--- config.mk ---
export PLATFORM = sky130hd
export DESIGN_NAME = sadc_ctrl
export DESIGN_NICKNAME = d
export VERILOG_FILES = /design/src/verilog/sadc_pkg.sv /design/src/verilog/sadc_prescaler.sv /design/src/verilog/sadc_ctrl.sv
export VERILOG_INCLUDE_DIRS = /design/src /design/src/verilog
export SDC_FILE = /design/constraint.sdc
export NUM_CORES = 1
export LEC_CHECK = 0
export ABC_AREA = 1
export BUFFER_PORTS_ARGS = -buffer_cell sky130_fd_sc_hd__buf_2
export CAP_MARGIN = 20
export CORE_ASPECT_RATIO = 1.25
export CORE_MARGIN = 2
export CORE_UTILIZATION = 45
export CTS_CLUSTER_SIZE = 30
export DETAILED_ROUTE_END_ITERATION = 6
export PLACE_DENSITY = 0.68
export RECOVER_POWER = 25
export SKIP_LAST_GASP = 1
export SLEW_MARGIN = 0
export SYNTH_ARGS = -nofsm -noshare
export SYNTH_HDL_FRONTEND = slang
export SYNTH_SLANG_ARGS = --single-unit
--- constraint.sdc ---
create_clock -name ref_clk_in -period 2.53 [get_ports ref_clk_in]
set_input_delay 0.3795 -clock ref_clk_in [delete_from_list [all_inputs] [get_ports ref_clk_in]]
set_output_delay 0.3795 -clock ref_clk_in [all_outputs]
set_load 0.005 [all_outputs]
--- src/verilog/sadc_defs.svh ---
// constants for the successive approximation converter control block
//==================================================================
// Summary of operation
// - start bit write begins conversion, clears when done
// - channel change mid-conversion waits for completion
// - trigger rising edge resets prescaler, starts conversion
// - edges while busy ignored; held trigger never restarts
// - flag trigger ignores the flag; next conversion starts at completion
// - sync pulse starts conversion; single-shot blocks until high read
// - flag trigger runs back-to-back; first started by software
// - start bit reads one while busy; starts under auto
// - ten-bit result right aligned, left when adjusted
// - low byte read locks results until high read
// - complete flag set even when result discarded
// - prescaler divides by select, held reset while disabled
// - software start waits for next converter clock rising edge
// - conversion lasts 13 cycles, first one 25
// - sample at 3.5 cycles, first conversion 13.5
// - completion writes result, sets flag, clears start
// - trigger edge delayed three cpu clocks by synchroniser
// - auto conversion samples at 4, lasts 16
// - free running restarts immediately, start bit stays set
// - reference selection follows buffer even when disabled
// - conversions only while enabled; clearing stops converter
// - selection frozen during conversion, resumes last cycle
`ifndef SADC_DEFS_SVH
`define SADC_DEFS_SVH

//==================================================================
// register byte offsets
`define SADC_OFS_CTRL_A   5'h00
`define SADC_OFS_CTRL_B   5'h04
`define SADC_OFS_INSEL    5'h08
`define SADC_OFS_RES_LO   5'h0c
`define SADC_OFS_RES_HI   5'h10
`define SADC_OFS_STATUS   5'h14

//==================================================================
// field positions, control register a
`define SADC_A_EN         7
`define SADC_A_START      6
`define SADC_A_AUTO       5
`define SADC_A_FLAG       4
// control register b
`define SADC_B_SSHOT      7
// input select register
`define SADC_S_LEFT       5

//==================================================================
// reset values
`define SADC_RST_BYTE     8'h00
`define SADC_RST_SEL      8'h00

//==================================================================
// trigger sources
`define SADC_TS_FREE      3'h0
`define SADC_TS_SYNC      3'h7

//==================================================================
// timing in converter half cycles
`define SADC_HC_SH_NORM   7'd7
`define SADC_HC_SH_FIRST  7'd27
`define SADC_HC_SH_AUTO   7'd8
`define SADC_HC_END_NORM  7'd26
`define SADC_HC_END_FIRST 7'd50
`define SADC_HC_END_AUTO  7'd32
// cpu cycles of trigger synchronisation
`define SADC_SYNC_CYC     3

`endif

--- src/verilog/sadc_pkg.sv ---
// types shared by the converter control block
package sadc_pkg;

  // sequencer states
  typedef enum logic [1:0] {ST_IDLE, ST_ARM, ST_CONV} sadc_state_t;

  // kind of conversion in progress
  typedef enum logic [1:0] {K_NORM, K_FIRST, K_AUTO} sadc_kind_t;

  // channel and reference selection handed to the analog side
  typedef struct packed {
    logic [1:0] ref_sel;   // reference_select_bits
    logic       left;      // left_adjust_bit
    logic [4:0] chan;      // channel_select_bits
  } sadc_sel_t;

  // prescaler state
  typedef struct packed {
    logic [6:0] cnt;
  } sadc_psc_t;

endpackage

--- src/verilog/sadc_prescaler.sv ---
// converter clock prescaler producing rise and fall tick pulses
`timescale 1ns/1ps
`default_nettype none
module sadc_prescaler
  import sadc_pkg::*;
(
  // clock and reset
  input  wire logic       ref_clk_in,
  input  wire logic       rst_b_in,
  // control
  input  wire logic       run_in,
  input  wire logic [2:0] sel_in,
  // converter clock edges
  output logic            rise_out,
  output logic            fall_out
);

  sadc_psc_t  s_r;   // counter state
  sadc_psc_t  s_nxt; // next counter state
  logic [7:0] div;   // division ratio
  logic [6:0] last;  // terminal count
  logic [6:0] half;  // mid count

  //==================================================================
  // division ratio: select 0 and 1 both divide by two
  always_comb
  begin
    div   = 8'h01 << ((sel_in == 3'h0) ? 3'h1 : sel_in);
    last  = 7'(div - 8'h01);
    half  = 7'((div >> 1) - 8'h01);
    s_nxt = s_r;
    // held at zero while not running
    if (!run_in)
      s_nxt.cnt = 7'h00;
    else if (s_r.cnt == last)
      s_nxt.cnt = 7'h00;
    else
      s_nxt.cnt = 7'(s_r.cnt + 7'h01);
    rise_out = run_in && (s_r.cnt == last);
    fall_out = run_in && (s_r.cnt == half);
  end

  //==================================================================
  // state register
  always_ff @(posedge ref_clk_in or negedge rst_b_in)
  begin
    if (!rst_b_in)
      s_r <= '0;
    else
      s_r <= s_nxt;
  end

endmodule
`default_nettype wire

--- src/verilog/sadc_ctrl.sv ---
// conversion control for the ten-bit successive approximation converter
//
// The Avalon-MM register port and the address map were left to the implementer.
`timescale 1ns/1ps
`default_nettype none
`include "sadc_defs.svh"
module sadc_ctrl
  import sadc_pkg::*;
(
  // clock and reset
  input  wire logic        ref_clk_in,
  input  wire logic        rst_b_in,
  // avalon-mm slave
  input  wire logic [4:0]  address_in,
  input  wire logic        read_in,
  input  wire logic        write_in,
  input  wire logic [31:0] writedata_in,
  input  wire logic [3:0]  byteenable_in,
  output logic [31:0]      readdata_out,
  output logic             waitrequest_out,
  // trigger sources, index by trigger_select_field
  input  wire logic [7:0]  trig_src_in,
  // comparator array result
  input  wire logic [9:0]  conv_result_in,
  // analog side controls
  output logic             analog_power_out,
  output sadc_sel_t        analog_sel_out,
  output logic             sample_hold_out,
  output logic             conv_busy_out,
  output logic             conv_done_out
);

  //==================================================================
  // block state, all in one struct
  typedef struct packed {
    sadc_state_t st;       // sequencer state
    sadc_kind_t  kind;     // kind of running conversion
    logic [6:0]  hc;       // converter half cycles since start
    logic        en;       // converter_enable
    logic        auto_en;  // auto_trigger_enable
    logic        flag;     // conv_complete_flag
    logic [2:0]  ps;       // prescaler_select_field
    logic        sshot;    // sync_single_shot_enable
    logic [2:0]  ts;       // trigger_select_field
    sadc_sel_t   sel;      // buffered input_select_reg
    sadc_sel_t   act;      // selection seen by the analog side
    logic [7:0]  res_lo;   // result_low_byte
    logic [7:0]  res_hi;   // result_high_byte
    logic        lock;     // result bytes locked
    logic        sblk;     // sync trigger blocked
    logic        first;    // next conversion is the first
    logic        trig_d;   // trigger of last cycle
    logic [`SADC_SYNC_CYC-1:0] pipe; // trigger synchroniser
    logic        ack;      // bus answer cycle
    logic [7:0]  rdata;    // read data byte
    logic        sh;       // sample-and-hold pulse
    logic        done;     // completion pulse
  } sadc_regs_t;

  sadc_regs_t s_r;        // registered state
  sadc_regs_t s_nxt;      // next state
  logic       psc_rise;   // converter clock rising edge
  logic       psc_fall;   // converter clock falling edge
  logic       psc_clr;    // trigger resets the prescaler
  logic       busy;       // conversion pending or running
  logic       trig;       // selected trigger level
  logic       edge_ok;    // accepted trigger edge
  logic       wr_go;      // write takes effect this edge
  logic       rd_go;      // read side effects this edge
  logic [6:0] hc_inc;     // incremented half-cycle count
  logic [6:0] sh_pt;      // sample point of current kind
  logic [6:0] end_pt;     // end point of current kind
  logic       evt;        // any converter clock edge
  logic       is_end;     // conversion ends this edge
  logic [7:0] wb;         // written low byte

  //==================================================================
  // prescaler; free runs while enabled, cleared by triggers
  sadc_prescaler u_psc
  (
    .ref_clk_in (ref_clk_in),
    .rst_b_in   (rst_b_in),
    .run_in     (s_r.en && !psc_clr),
    .sel_in     (s_r.ps),
    .rise_out   (psc_rise),
    .fall_out   (psc_fall)
  );

  //==================================================================
  // next-state logic
  always_comb
  begin
    s_nxt   = s_r;
    busy    = (s_r.st != ST_IDLE) || (s_r.pipe != '0);
    trig    = trig_src_in[s_r.ts];
    wr_go   = write_in && s_r.ack && byteenable_in[0];
    rd_go   = read_in && s_r.ack;
    wb      = writedata_in[7:0];
    evt     = psc_rise || psc_fall;
    hc_inc  = 7'(s_r.hc + 7'd1);
    is_end  = 1'b0;
    // one pulse per event only
    s_nxt.sh     = 1'b0;
    s_nxt.done   = 1'b0;
    s_nxt.trig_d = trig;

    // timing points of the running kind
    case (s_r.kind)
      K_FIRST:
      begin
        sh_pt  = `SADC_HC_SH_FIRST;
        end_pt = `SADC_HC_END_FIRST;
      end
      K_AUTO:
      begin
        sh_pt  = `SADC_HC_SH_AUTO;
        end_pt = `SADC_HC_END_AUTO;
      end
      default:
      begin
        sh_pt  = `SADC_HC_SH_NORM;
        end_pt = `SADC_HC_END_NORM;
      end
    endcase

    //================================================================
    // bus: one wait state, answer on the second cycle
    s_nxt.ack = (read_in || write_in) && !s_r.ack;
    if (read_in && !s_r.ack)
    begin
      case (address_in)
        `SADC_OFS_CTRL_A:
          s_nxt.rdata = {s_r.en, busy, s_r.auto_en,
                         s_r.flag, 1'b0, s_r.ps};
        `SADC_OFS_CTRL_B:
          s_nxt.rdata = {s_r.sshot, 4'h0, s_r.ts};
        `SADC_OFS_INSEL:
          s_nxt.rdata = s_r.sel;
        `SADC_OFS_RES_LO:
          s_nxt.rdata = s_r.res_lo;
        `SADC_OFS_RES_HI:
          s_nxt.rdata = s_r.res_hi;
        `SADC_OFS_STATUS:
          s_nxt.rdata = {5'h00, s_r.first, s_r.sblk, s_r.lock};
        default:
          s_nxt.rdata = `SADC_RST_BYTE; // unmapped reads zero
      endcase
    end

    // read side effects on the result pair
    if (rd_go && (address_in == `SADC_OFS_RES_LO))
      s_nxt.lock = 1'b1;
    if (rd_go && (address_in == `SADC_OFS_RES_HI))
    begin
      s_nxt.lock = 1'b0;
      s_nxt.sblk = 1'b0;
    end

    // register writes
    if (wr_go)
    begin
      case (address_in)
        `SADC_OFS_CTRL_A:
        begin
          s_nxt.en      = wb[`SADC_A_EN];
          s_nxt.auto_en = wb[`SADC_A_AUTO];
          s_nxt.ps      = wb[2:0];
          // write one clears; a same-cycle completion still sets
          if (wb[`SADC_A_FLAG])
            s_nxt.flag = 1'b0;
          // start only when enabled and quiet
          if (wb[`SADC_A_START] && s_r.en && !busy)
            s_nxt.st = ST_ARM;
        end
        `SADC_OFS_CTRL_B:
        begin
          s_nxt.sshot = wb[`SADC_B_SSHOT];
          s_nxt.ts    = wb[2:0];
        end
        `SADC_OFS_INSEL:
          s_nxt.sel = wb;
        default:
        begin
          // result and status are read only; unmapped ignored
        end
      endcase
    end

    //================================================================
    // auto trigger: edge detect then three-cycle synchroniser
    edge_ok = s_r.en && s_r.auto_en && trig && !s_r.trig_d
              && !busy && (s_r.ts != `SADC_TS_FREE)
              && !((s_r.ts == `SADC_TS_SYNC) && s_r.sblk);
    s_nxt.pipe = {s_r.pipe[`SADC_SYNC_CYC-2:0], edge_ok};

    //================================================================
    // conversion sequencer
    case (s_r.st)
      ST_IDLE:
      begin
        // synchronised trigger: clear prescaler, start at once
        if (s_r.pipe[`SADC_SYNC_CYC-1])
        begin
          s_nxt.st   = ST_CONV;
          s_nxt.hc   = 7'd0;
          s_nxt.kind = s_r.first ? K_FIRST : K_AUTO;
          s_nxt.first = 1'b0;
        end
      end
      ST_ARM:
      begin
        // software start waits for the next converter rise
        if (psc_rise)
        begin
          s_nxt.st    = ST_CONV;
          s_nxt.hc    = 7'd0;
          s_nxt.kind  = s_r.first ? K_FIRST : K_NORM;
          s_nxt.first = 1'b0;
        end
      end
      ST_CONV:
      begin
        if (evt)
        begin
          s_nxt.hc = hc_inc;
          if (hc_inc == sh_pt)
            s_nxt.sh = 1'b1;
          if (hc_inc == end_pt)
            is_end = 1'b1;
        end
      end
      default:
        s_nxt.st = ST_IDLE;
    endcase

    // completion: result, flag, start bit falls with state
    if (is_end)
    begin
      s_nxt.done = 1'b1;
      s_nxt.flag = 1'b1;
      // locked pair keeps the older result
      if (!s_r.lock)
      begin
        if (s_r.act.left)
        begin
          s_nxt.res_hi = conv_result_in[9:2];
          s_nxt.res_lo = {conv_result_in[1:0], 6'h00};
        end
        else
        begin
          s_nxt.res_hi = {6'h00, conv_result_in[9:8]};
          s_nxt.res_lo = conv_result_in[7:0];
        end
      end
      if (s_r.auto_en && (s_r.ts == `SADC_TS_SYNC) && s_r.sshot)
        s_nxt.sblk = 1'b1;
      // flag as trigger: restart right away, flag ignored
      if (s_r.auto_en && (s_r.ts == `SADC_TS_FREE))
      begin
        s_nxt.st   = ST_CONV;
        s_nxt.hc   = 7'd0;
        s_nxt.kind = K_NORM;
      end
      else
        s_nxt.st = ST_IDLE;
    end

    //================================================================
    // selection follows the buffer except inside a conversion;
    // the last converter cycle reopens it for the next one
    if ((s_r.st != ST_CONV) || (s_r.hc >= 7'(end_pt - 7'd2)))
      s_nxt.act = s_nxt.sel;

    //================================================================
    // disable wins over everything: stop and rearm first conversion
    if (!s_nxt.en)
    begin
      s_nxt.st    = ST_IDLE;
      s_nxt.pipe  = '0;
      s_nxt.first = 1'b1;
      s_nxt.hc    = 7'd0;
    end
  end

  //==================================================================
  // state register
  always_ff @(posedge ref_clk_in or negedge rst_b_in)
  begin
    if (!rst_b_in)
    begin
      s_r       <= '0;
      s_r.st    <= ST_IDLE;
      s_r.kind  <= K_NORM;
      s_r.first <= 1'b1;
      s_r.sel   <= `SADC_RST_SEL;
      s_r.act   <= `SADC_RST_SEL;
    end
    else
      s_r <= s_nxt;
  end

  //==================================================================
  // outputs
  // kept out of the next-state process so no loop runs through the prescaler
  assign psc_clr          = (s_r.st == ST_IDLE)
                            && s_r.pipe[`SADC_SYNC_CYC-1];
  assign readdata_out     = {24'h000000, s_r.rdata};
  assign waitrequest_out  = (read_in || write_in) && !s_r.ack;
  assign analog_power_out = s_r.en;
  assign analog_sel_out   = s_r.act;
  assign sample_hold_out  = s_r.sh;
  assign conv_busy_out    = (s_r.st == ST_CONV);
  assign conv_done_out    = s_r.done;

endmodule
`default_nettype wire

==> flow_summary.yaml, run 1 <==
setup_path:
  cpPeakStageDelay_ns: 0.40
  worstPathRequired_ns: 2.80
  endpoint_kind: "register"
  worstRegToRegCells: 15
  arrival_ns: 2.57
  critPathBufInv: 2
  regToRegStartpoint: "s_r[55]$_DFFE_PN0P_"
  worst_path_max_delay_cell: "dfrtp_1"
  critPathMaxFanout: 16
  r2r-end: "s_r[32]$_DFFE_PN0P_"
  cp.depth: 15
  path_delay_family: "simple AND/OR/NAND/NOR gates"
  crit_type: "reg2reg"
  worstSetupStartpointType: "register"
  crit_chain: "inv_2 > nand2_1 > ha_1 > or2_2 > nand3_1 > nor2_1 > nand2_1 > nor2_1 > nand3_2 > o21ai_4 > nand3_4 > nor2_4 > buf_12 > nand2_1 > nand2_1"
  rrSetupSlack_ns: 0.23
  cp_common_cell: "nand2_1"
sta:
  fin_ws_ns: 0.234
  hold_violations: 0
  post-route-min-period_ns: 2.30
  fin_setup_tns_ns: 0
  timing.final.crit_share_pct: 90.8
  setup_viol: 0
  tightest_slew_ns: 1.34
  max_freq_mhz: 436
  finalClockSkew_ns: 0.0110
  rsz0062_at_grt: "false"
  worst_slew_margin_rel_pct: 10.5
  slew_violations: 0
global_route:
  use_met1_pct: 24.2
  use_met3_pct: 4.02
  grt_antenna_before_repair: 0
  grt_overflow_total: 0
  grt_util_met2_pct: 38.8
  grt_pass1_wl_um: 19600
  grt_pass1_vias: 4181
  grt_max_degree: 55
  grt-busiest-layer: "met2"
  grt_use_total_pct: 21.1
yosys:
  ys_types: 44
  netlist.area_leader.share_pct: 39.7
  async_flop_share_pct: 100
  synth.yosys.warnings: 0
  synthTopCellsByArea: "dfrtp_1 40%, nand2_1 14%, buf_4 6.3%"
  synth-edff-count: 0
  synth_area_um2: 4850
  syn-instance-count: 644
  ys_seq_area_share_pct: 40.2
  synth-main-ff-cell: "dfrtp_1"
  ys_ff_latch: 78
  syn_area_per_cell_um2: 7.54
  synth_top_cell_by_area: "dfrtp_1"
routing:
  dr.pass1.iters: 4
  drtIter0Drc: 181
  avgRoutedWirePerCell_um: 13.8
  postRouteAntennaNets: 0
  drc: 0
  via_per_inst: 5.04
  num_vias: 4211
  drt-total-wl_um: 11600
clock_tree:
  cts_buffers: 9
  cts_sinks: 78
  ctsHoldBuffers: 0
  cts_resized: 0
  clk_path_buf_depth: 2
  cts_tree: "built"
  htreeDepth: 3
  clock_latency_ns: 0.34
  root_buffer: "clkbuf_16"
  clkTransAtPathRegs_ns: 0.06
min_path:
  whs_path_depth: 3
  hp-class: "in2reg"
  hold_start: "writedata_in[1]"
  holdPathEnd: "s_r[55]$_DFFE_PN0P_"
layout:
  drive_gt1_share_pct: 16.9
  final_cell_mix: "176 x nand2_1, 77 x dfrtp_1, 75 x inv_1"
  antennaDiodeCount: 0
  nets: 775
  fill_cells: 1019
  stdcell_area_um2: 5480
  syn_to_final_growth_pct: 12.9
  mostFrequentLayoutCell: "nand2_1"
floorplanning:
  dieArea_um2: 11600
  start_util_pct: 46.0
  rows: 42
  coreArea_um2: 10600
  die_y_um: 120
  die_x_um: 96.9
  boundaryPins: 108
placement:
  gp_congestion: 0.896
  portBuffers: 56
  hpwl_um: 8890
  dp_slack_ns: 0.143
  placed_area_um2: 5140
run_status:
  status: "finished clean"
flow_run:
  max-cap-violations: 0
power_and_ir_drop:
  cellLeakagePower_uw: 0.00299
  p_per_area_nw_per_um2: 584
  ir_drop_uv: 362
  total_power_uw: 3200
==> cell usage after synthesis, drive strengths merged, types with 3 or more instances <==
cell type  instances
inv               80
nand3             40
nand4              8
o21ai             36
buf               48
dfrtp             77
a21o               3
clkbuf             4
a221oi             8
nor3               3
nor2              71
nand2            180
mux2               8
a21oi             29
o211ai             4
xor2               8
o22ai              6
ha                13
==> final cells by class <==
cell class	instances	area [um2]	share of cell area (%)
clock buffer	11	253	4.61
clock inverter	4	70.1	1.28
inverter	82	308	5.62
multi-input combinational	456	2310	42.1
sequential	78	1950	35.6
tap	132	165	3.01
timing repair buffer	72	425	7.76
==> state kept, by name, summed over array words and instances (netlist names) <==
signal / count
s_r: 52
readdata_out: 8
analog_sel_out: 8
conv_done_out: 1
u_psc.s_r: 7
sample_hold_out: 1
analog_power_out: 1
==> metrics by stage <==
stage,hold slack (ns),utilization (%),std cells
after global routing,0.274,51.9,835
after CTS,0.110,51.7,834
after detailed placement,0.460,48.7,819
after floorplan,0.0839,-,668
final,0.275,51.9,835
after global placement,0.458,48.7,819
==> what timing repair did <==
| action | in CTS | in global routing |
|---|---|---|
| endpoints found under the hold margin | 0 | 0 |
| buffers inserted | 0 | 1 |
| endpoints found under the setup margin | 0 | 16 |
==> worst min-delay path: stages <==
cell     delay, ns
buf_2         0.10
nand2_1       0.05
o21ai_0       0.05
==> kinds of logic (layout without fill, tap and decap cells) <==
logic type / Yosys count / count (layout) / share of synthesized area (%)
XOR/XNOR: 10 / 10 / 1.80
adder cells (fa/ha/maj): 13 / 13 / 3.35
flip-flops: 78 / 78 / 40.2
multiplexers: 8 / 8 / 1.86
AO/OA/AOI/OAI: 94 / 94 / 11.6
other: 2 / 26 / 0.155
AND/OR/NAND/NOR: 305 / 305 / 26.9
buffers and inverters: 134 / 169 / 14.1
==> where the power goes <==
part | internal [uW] | leakage, uW | total [uW] | switching, uW
combinational | 156 | 0.00181 | 427 | 271
sequential | 1310 | 0.00102 | 1370 | 54.9
clock | 909 | 0.000161 | 1410 | 499
==> worst max path at each step <==
| stage | end | from | slack, ns |
|---|---|---|---|
| 6_report | s_r[32]$_DFFE_PN0P_ | s_r[55]$_DFFE_PN0P_ | 0.23 |
| 5_1_grt | s_r[29]$_DFFE_PN0P_ | s_r[55]$_DFFE_PN0P_ | 0.005 |
| 4_1_cts | s_r[29]$_DFFE_PN0P_ | s_r[55]$_DFFE_PN0P_ | 0.12 |
| 3_5_place_dp | s_r[29]$_DFFE_PN0P_ | s_r[56]$_DFFE_PN0P_ | 0.14 |
| 3_3_place_gp | s_r[21]$_DFFE_PN0P_ | s_r[56]$_DFFE_PN0P_ | 0.23 |
| 2_1_floorplan | s_r[22]$_DFFE_PN0P_ | s_r[55]$_DFFE_PN0P_ | 0.28 |
==> layer usage <==
| layer | up-vias | part of all wire [%] |
|---|---|---|
| met5 | - | 0 |
| met4 | 0 | 2.7 |
| met3 | 17 | 3.2 |
| met2 | 87 | 54 |
| met1 | 1991 | 40 |
| li1 | 2116 | - |
Power figures use the tool's default switching activity.
==> run 2: changes to the inputs <==
Settings changed: GPL_TIMING_DRIVEN from default to 0, REMOVE_ABC_BUFFERS from default to 1.
==> flow_summary.yaml, run 2 (synthesis gave the netlist of run 1 again) <==
run_status:
  status: "finished clean"
power_and_ir_drop:
  p_switching_uw: 891
  p_int_uw: 2140
  combPwrFrac_pct: 13.6
  power.share.sequential_pct: 45.4
  total_power_uw: 3030
  cellLeakagePower_uw: 0.00293
  ir_drop_uv: 438
  p_per_area_nw_per_um2: 556
  p_sw_share_pct: 29.4
  clock_power_share_pct: 41.0
layout:
  drive_gt1_share_pct: 17.6
  stdcell_area_um2: 5450
  antennaDiodeCount: 0
  largest-register: "s_r"
  nets: 769
  largest_reg_flops: 52
  mostFrequentLayoutCell: "nand2_1"
  syn_to_final_growth_pct: 12.2
  final_cell_mix: "175 x nand2_1, 75 x inv_1, 74 x dfrtp_1"
sta:
  hold_violations: 0
  setup_viol: 0
  rsz0062_at_grt: "false"
  hold_ws_ns: 0.289
  finalClockSkew_ns: 0.00920
  fin_ws_ns: 0.149
  slew_violations: 0
  timing.final.crit_share_pct: 94.1
  worst_slew_margin_rel_pct: 15.3
  post-route-min-period_ns: 2.38
  max_freq_mhz: 420
  tightest_slew_ns: 1.27
setup_path:
  endpoint_kind: "register"
  worst_path_max_delay_cell: "dfrtp_1"
  worstSetupStartpointType: "register"
  path_delay_family: "compound AO/OA/AOI/OAI gates"
  arrival_ns: 2.61
  crit_type: "reg2reg"
  crit_chain: "inv_1 > ha_1 > nand2_1 > inv_1 > ha_1 > a21o_1 > a31oi_4 > o2111ai_2 > mux2_2"
  cpPeakStageDelay_ns: 0.39
  critPathBufInv: 2
  worstPathRequired_ns: 2.75
  critPathMaxFanout: 4
routing:
  avgRoutedWirePerCell_um: 14.7
  dr.pass1.iters: 5
  drc: 0
  drtIter0Drc: 224
  postRouteAntennaNets: 0
  drt-total-wl_um: 12200
  num_vias: 4303
  via_per_inst: 5.18
floorplanning:
  die_x_um: 96.9
  die_y_um: 120
  dieArea_um2: 11600
  rows: 42
  coreArea_um2: 10600
  boundaryPins: 108
  start_util_pct: 46.0
global_route:
  grt_pass1_wl_um: 20000
  use_met3_pct: 2.39
  grt_max_degree: 50
  grt-busiest-layer: "met2"
  grt_overflow_total: 0
  grt_util_met2_pct: 38.5
  grt_antenna_before_repair: 0
  grt_use_total_pct: 21.2
  use_met1_pct: 25.1
  grt_pass1_vias: 4148
placement:
  placed_area_um2: 5040
  dp_slack_ns: -0.249
  hpwl_um: 9000
  portBuffers: 56
  gp_congestion: 0.914
clock_tree:
  clock_latency_ns: 0.34
  htreeDepth: 3
  cts_tree: "built"
  cts_buffers: 9
  root_buffer: "clkbuf_16"
  cts_sinks: 78
  clk_path_buf_depth: 2
  clkTransAtPathRegs_ns: 0.06
flow_run:
  max-cap-violations: 0
min_path:
  hp-class: "in2reg"
run 2: repair_timing:
item	CTS	global route
setup buffers	3	4
endpoints found under the hold margin	21	0
hold buffers	1	0
endpoints found under the setup margin	34	37
pin swaps	3	2
gates resized for setup	3	11
cloned	0	1
run 2: through the flow:
step	cells	setup TNS (ns)	util, %
2_1_floorplan	616	0	-
3_3_place_gp	804	-6.53	47.5
3_5_place_dp	805	-6.18	47.7
4_1_cts	825	0	50.9
5_1_grt	830	0	51.6
6_report	830	0	51.6
run 2: worst paths after layout:
kind / startpoint / endpoint / slack, ns / depth (start not counted)
min in group asynchronous: rst_b_in / s_r[62]$_DFF_PN0_ / 0.50 / 2
max in group asynchronous: rst_b_in / readdata_out[7]$_DFFE_PN0P_ / 0.47 / 3
setup reg to reg: s_r[67]$_DFF_PN0_ / analog_sel_out[2]$_DFFE_PN0P_ / 0.15 / 9
hold reg to reg: s_r[27]$_DFFE_PN0P_ / s_r[27]$_DFFE_PN0P_ / 0.48 / 2
hold / removal: writedata_in[5] / s_r[58]$_DFFE_PN0P_ / 0.29 / 3
setup / recovery: s_r[67]$_DFF_PN0_ / analog_sel_out[2]$_DFFE_PN0P_ / 0.15 / 9
run 2: cell type report:
type                            instances  area [um2]
Clock buffer                            9         225
Clock inverter                          7        56.3
Fill cell                            1021        5120
Inverter                               82         310
Multi-Input combinational cell        457        2370
Sequential cell                        78        1960
Tap cell                              132         165
Timing Repair Buffer                   65         362
run 2: layer usage:
metal	part of all wire (%)	vias up
met2	52	126
met1	41	2043
met4	2.6	0
li1	-	2113
met5	0	-
met3	4.2	21
run 2: power groups by stage:
stage | logic (uW) | clock network, uW | registers, uW
floorplan | 240 | 0 | 1390
global placement | 375 | 0 | 1410
detailed placement | 391 | 0 | 1410
CTS | 405 | 1270 | 1380
global route | 473 | 1320 | 1380
finish | 412 | 1240 | 1370
run 2: worst reg2reg max path: cells and delay by family (launching register included):
family,cells,cell delay (ns)
AOI/OAI and AO/OA,3,0.69
DFF,1,0.39
buffers and inverters,2,0.11
adders and majority gates,2,0.65
muxes,1,0.34
and+or+nand+nor,1,0.08
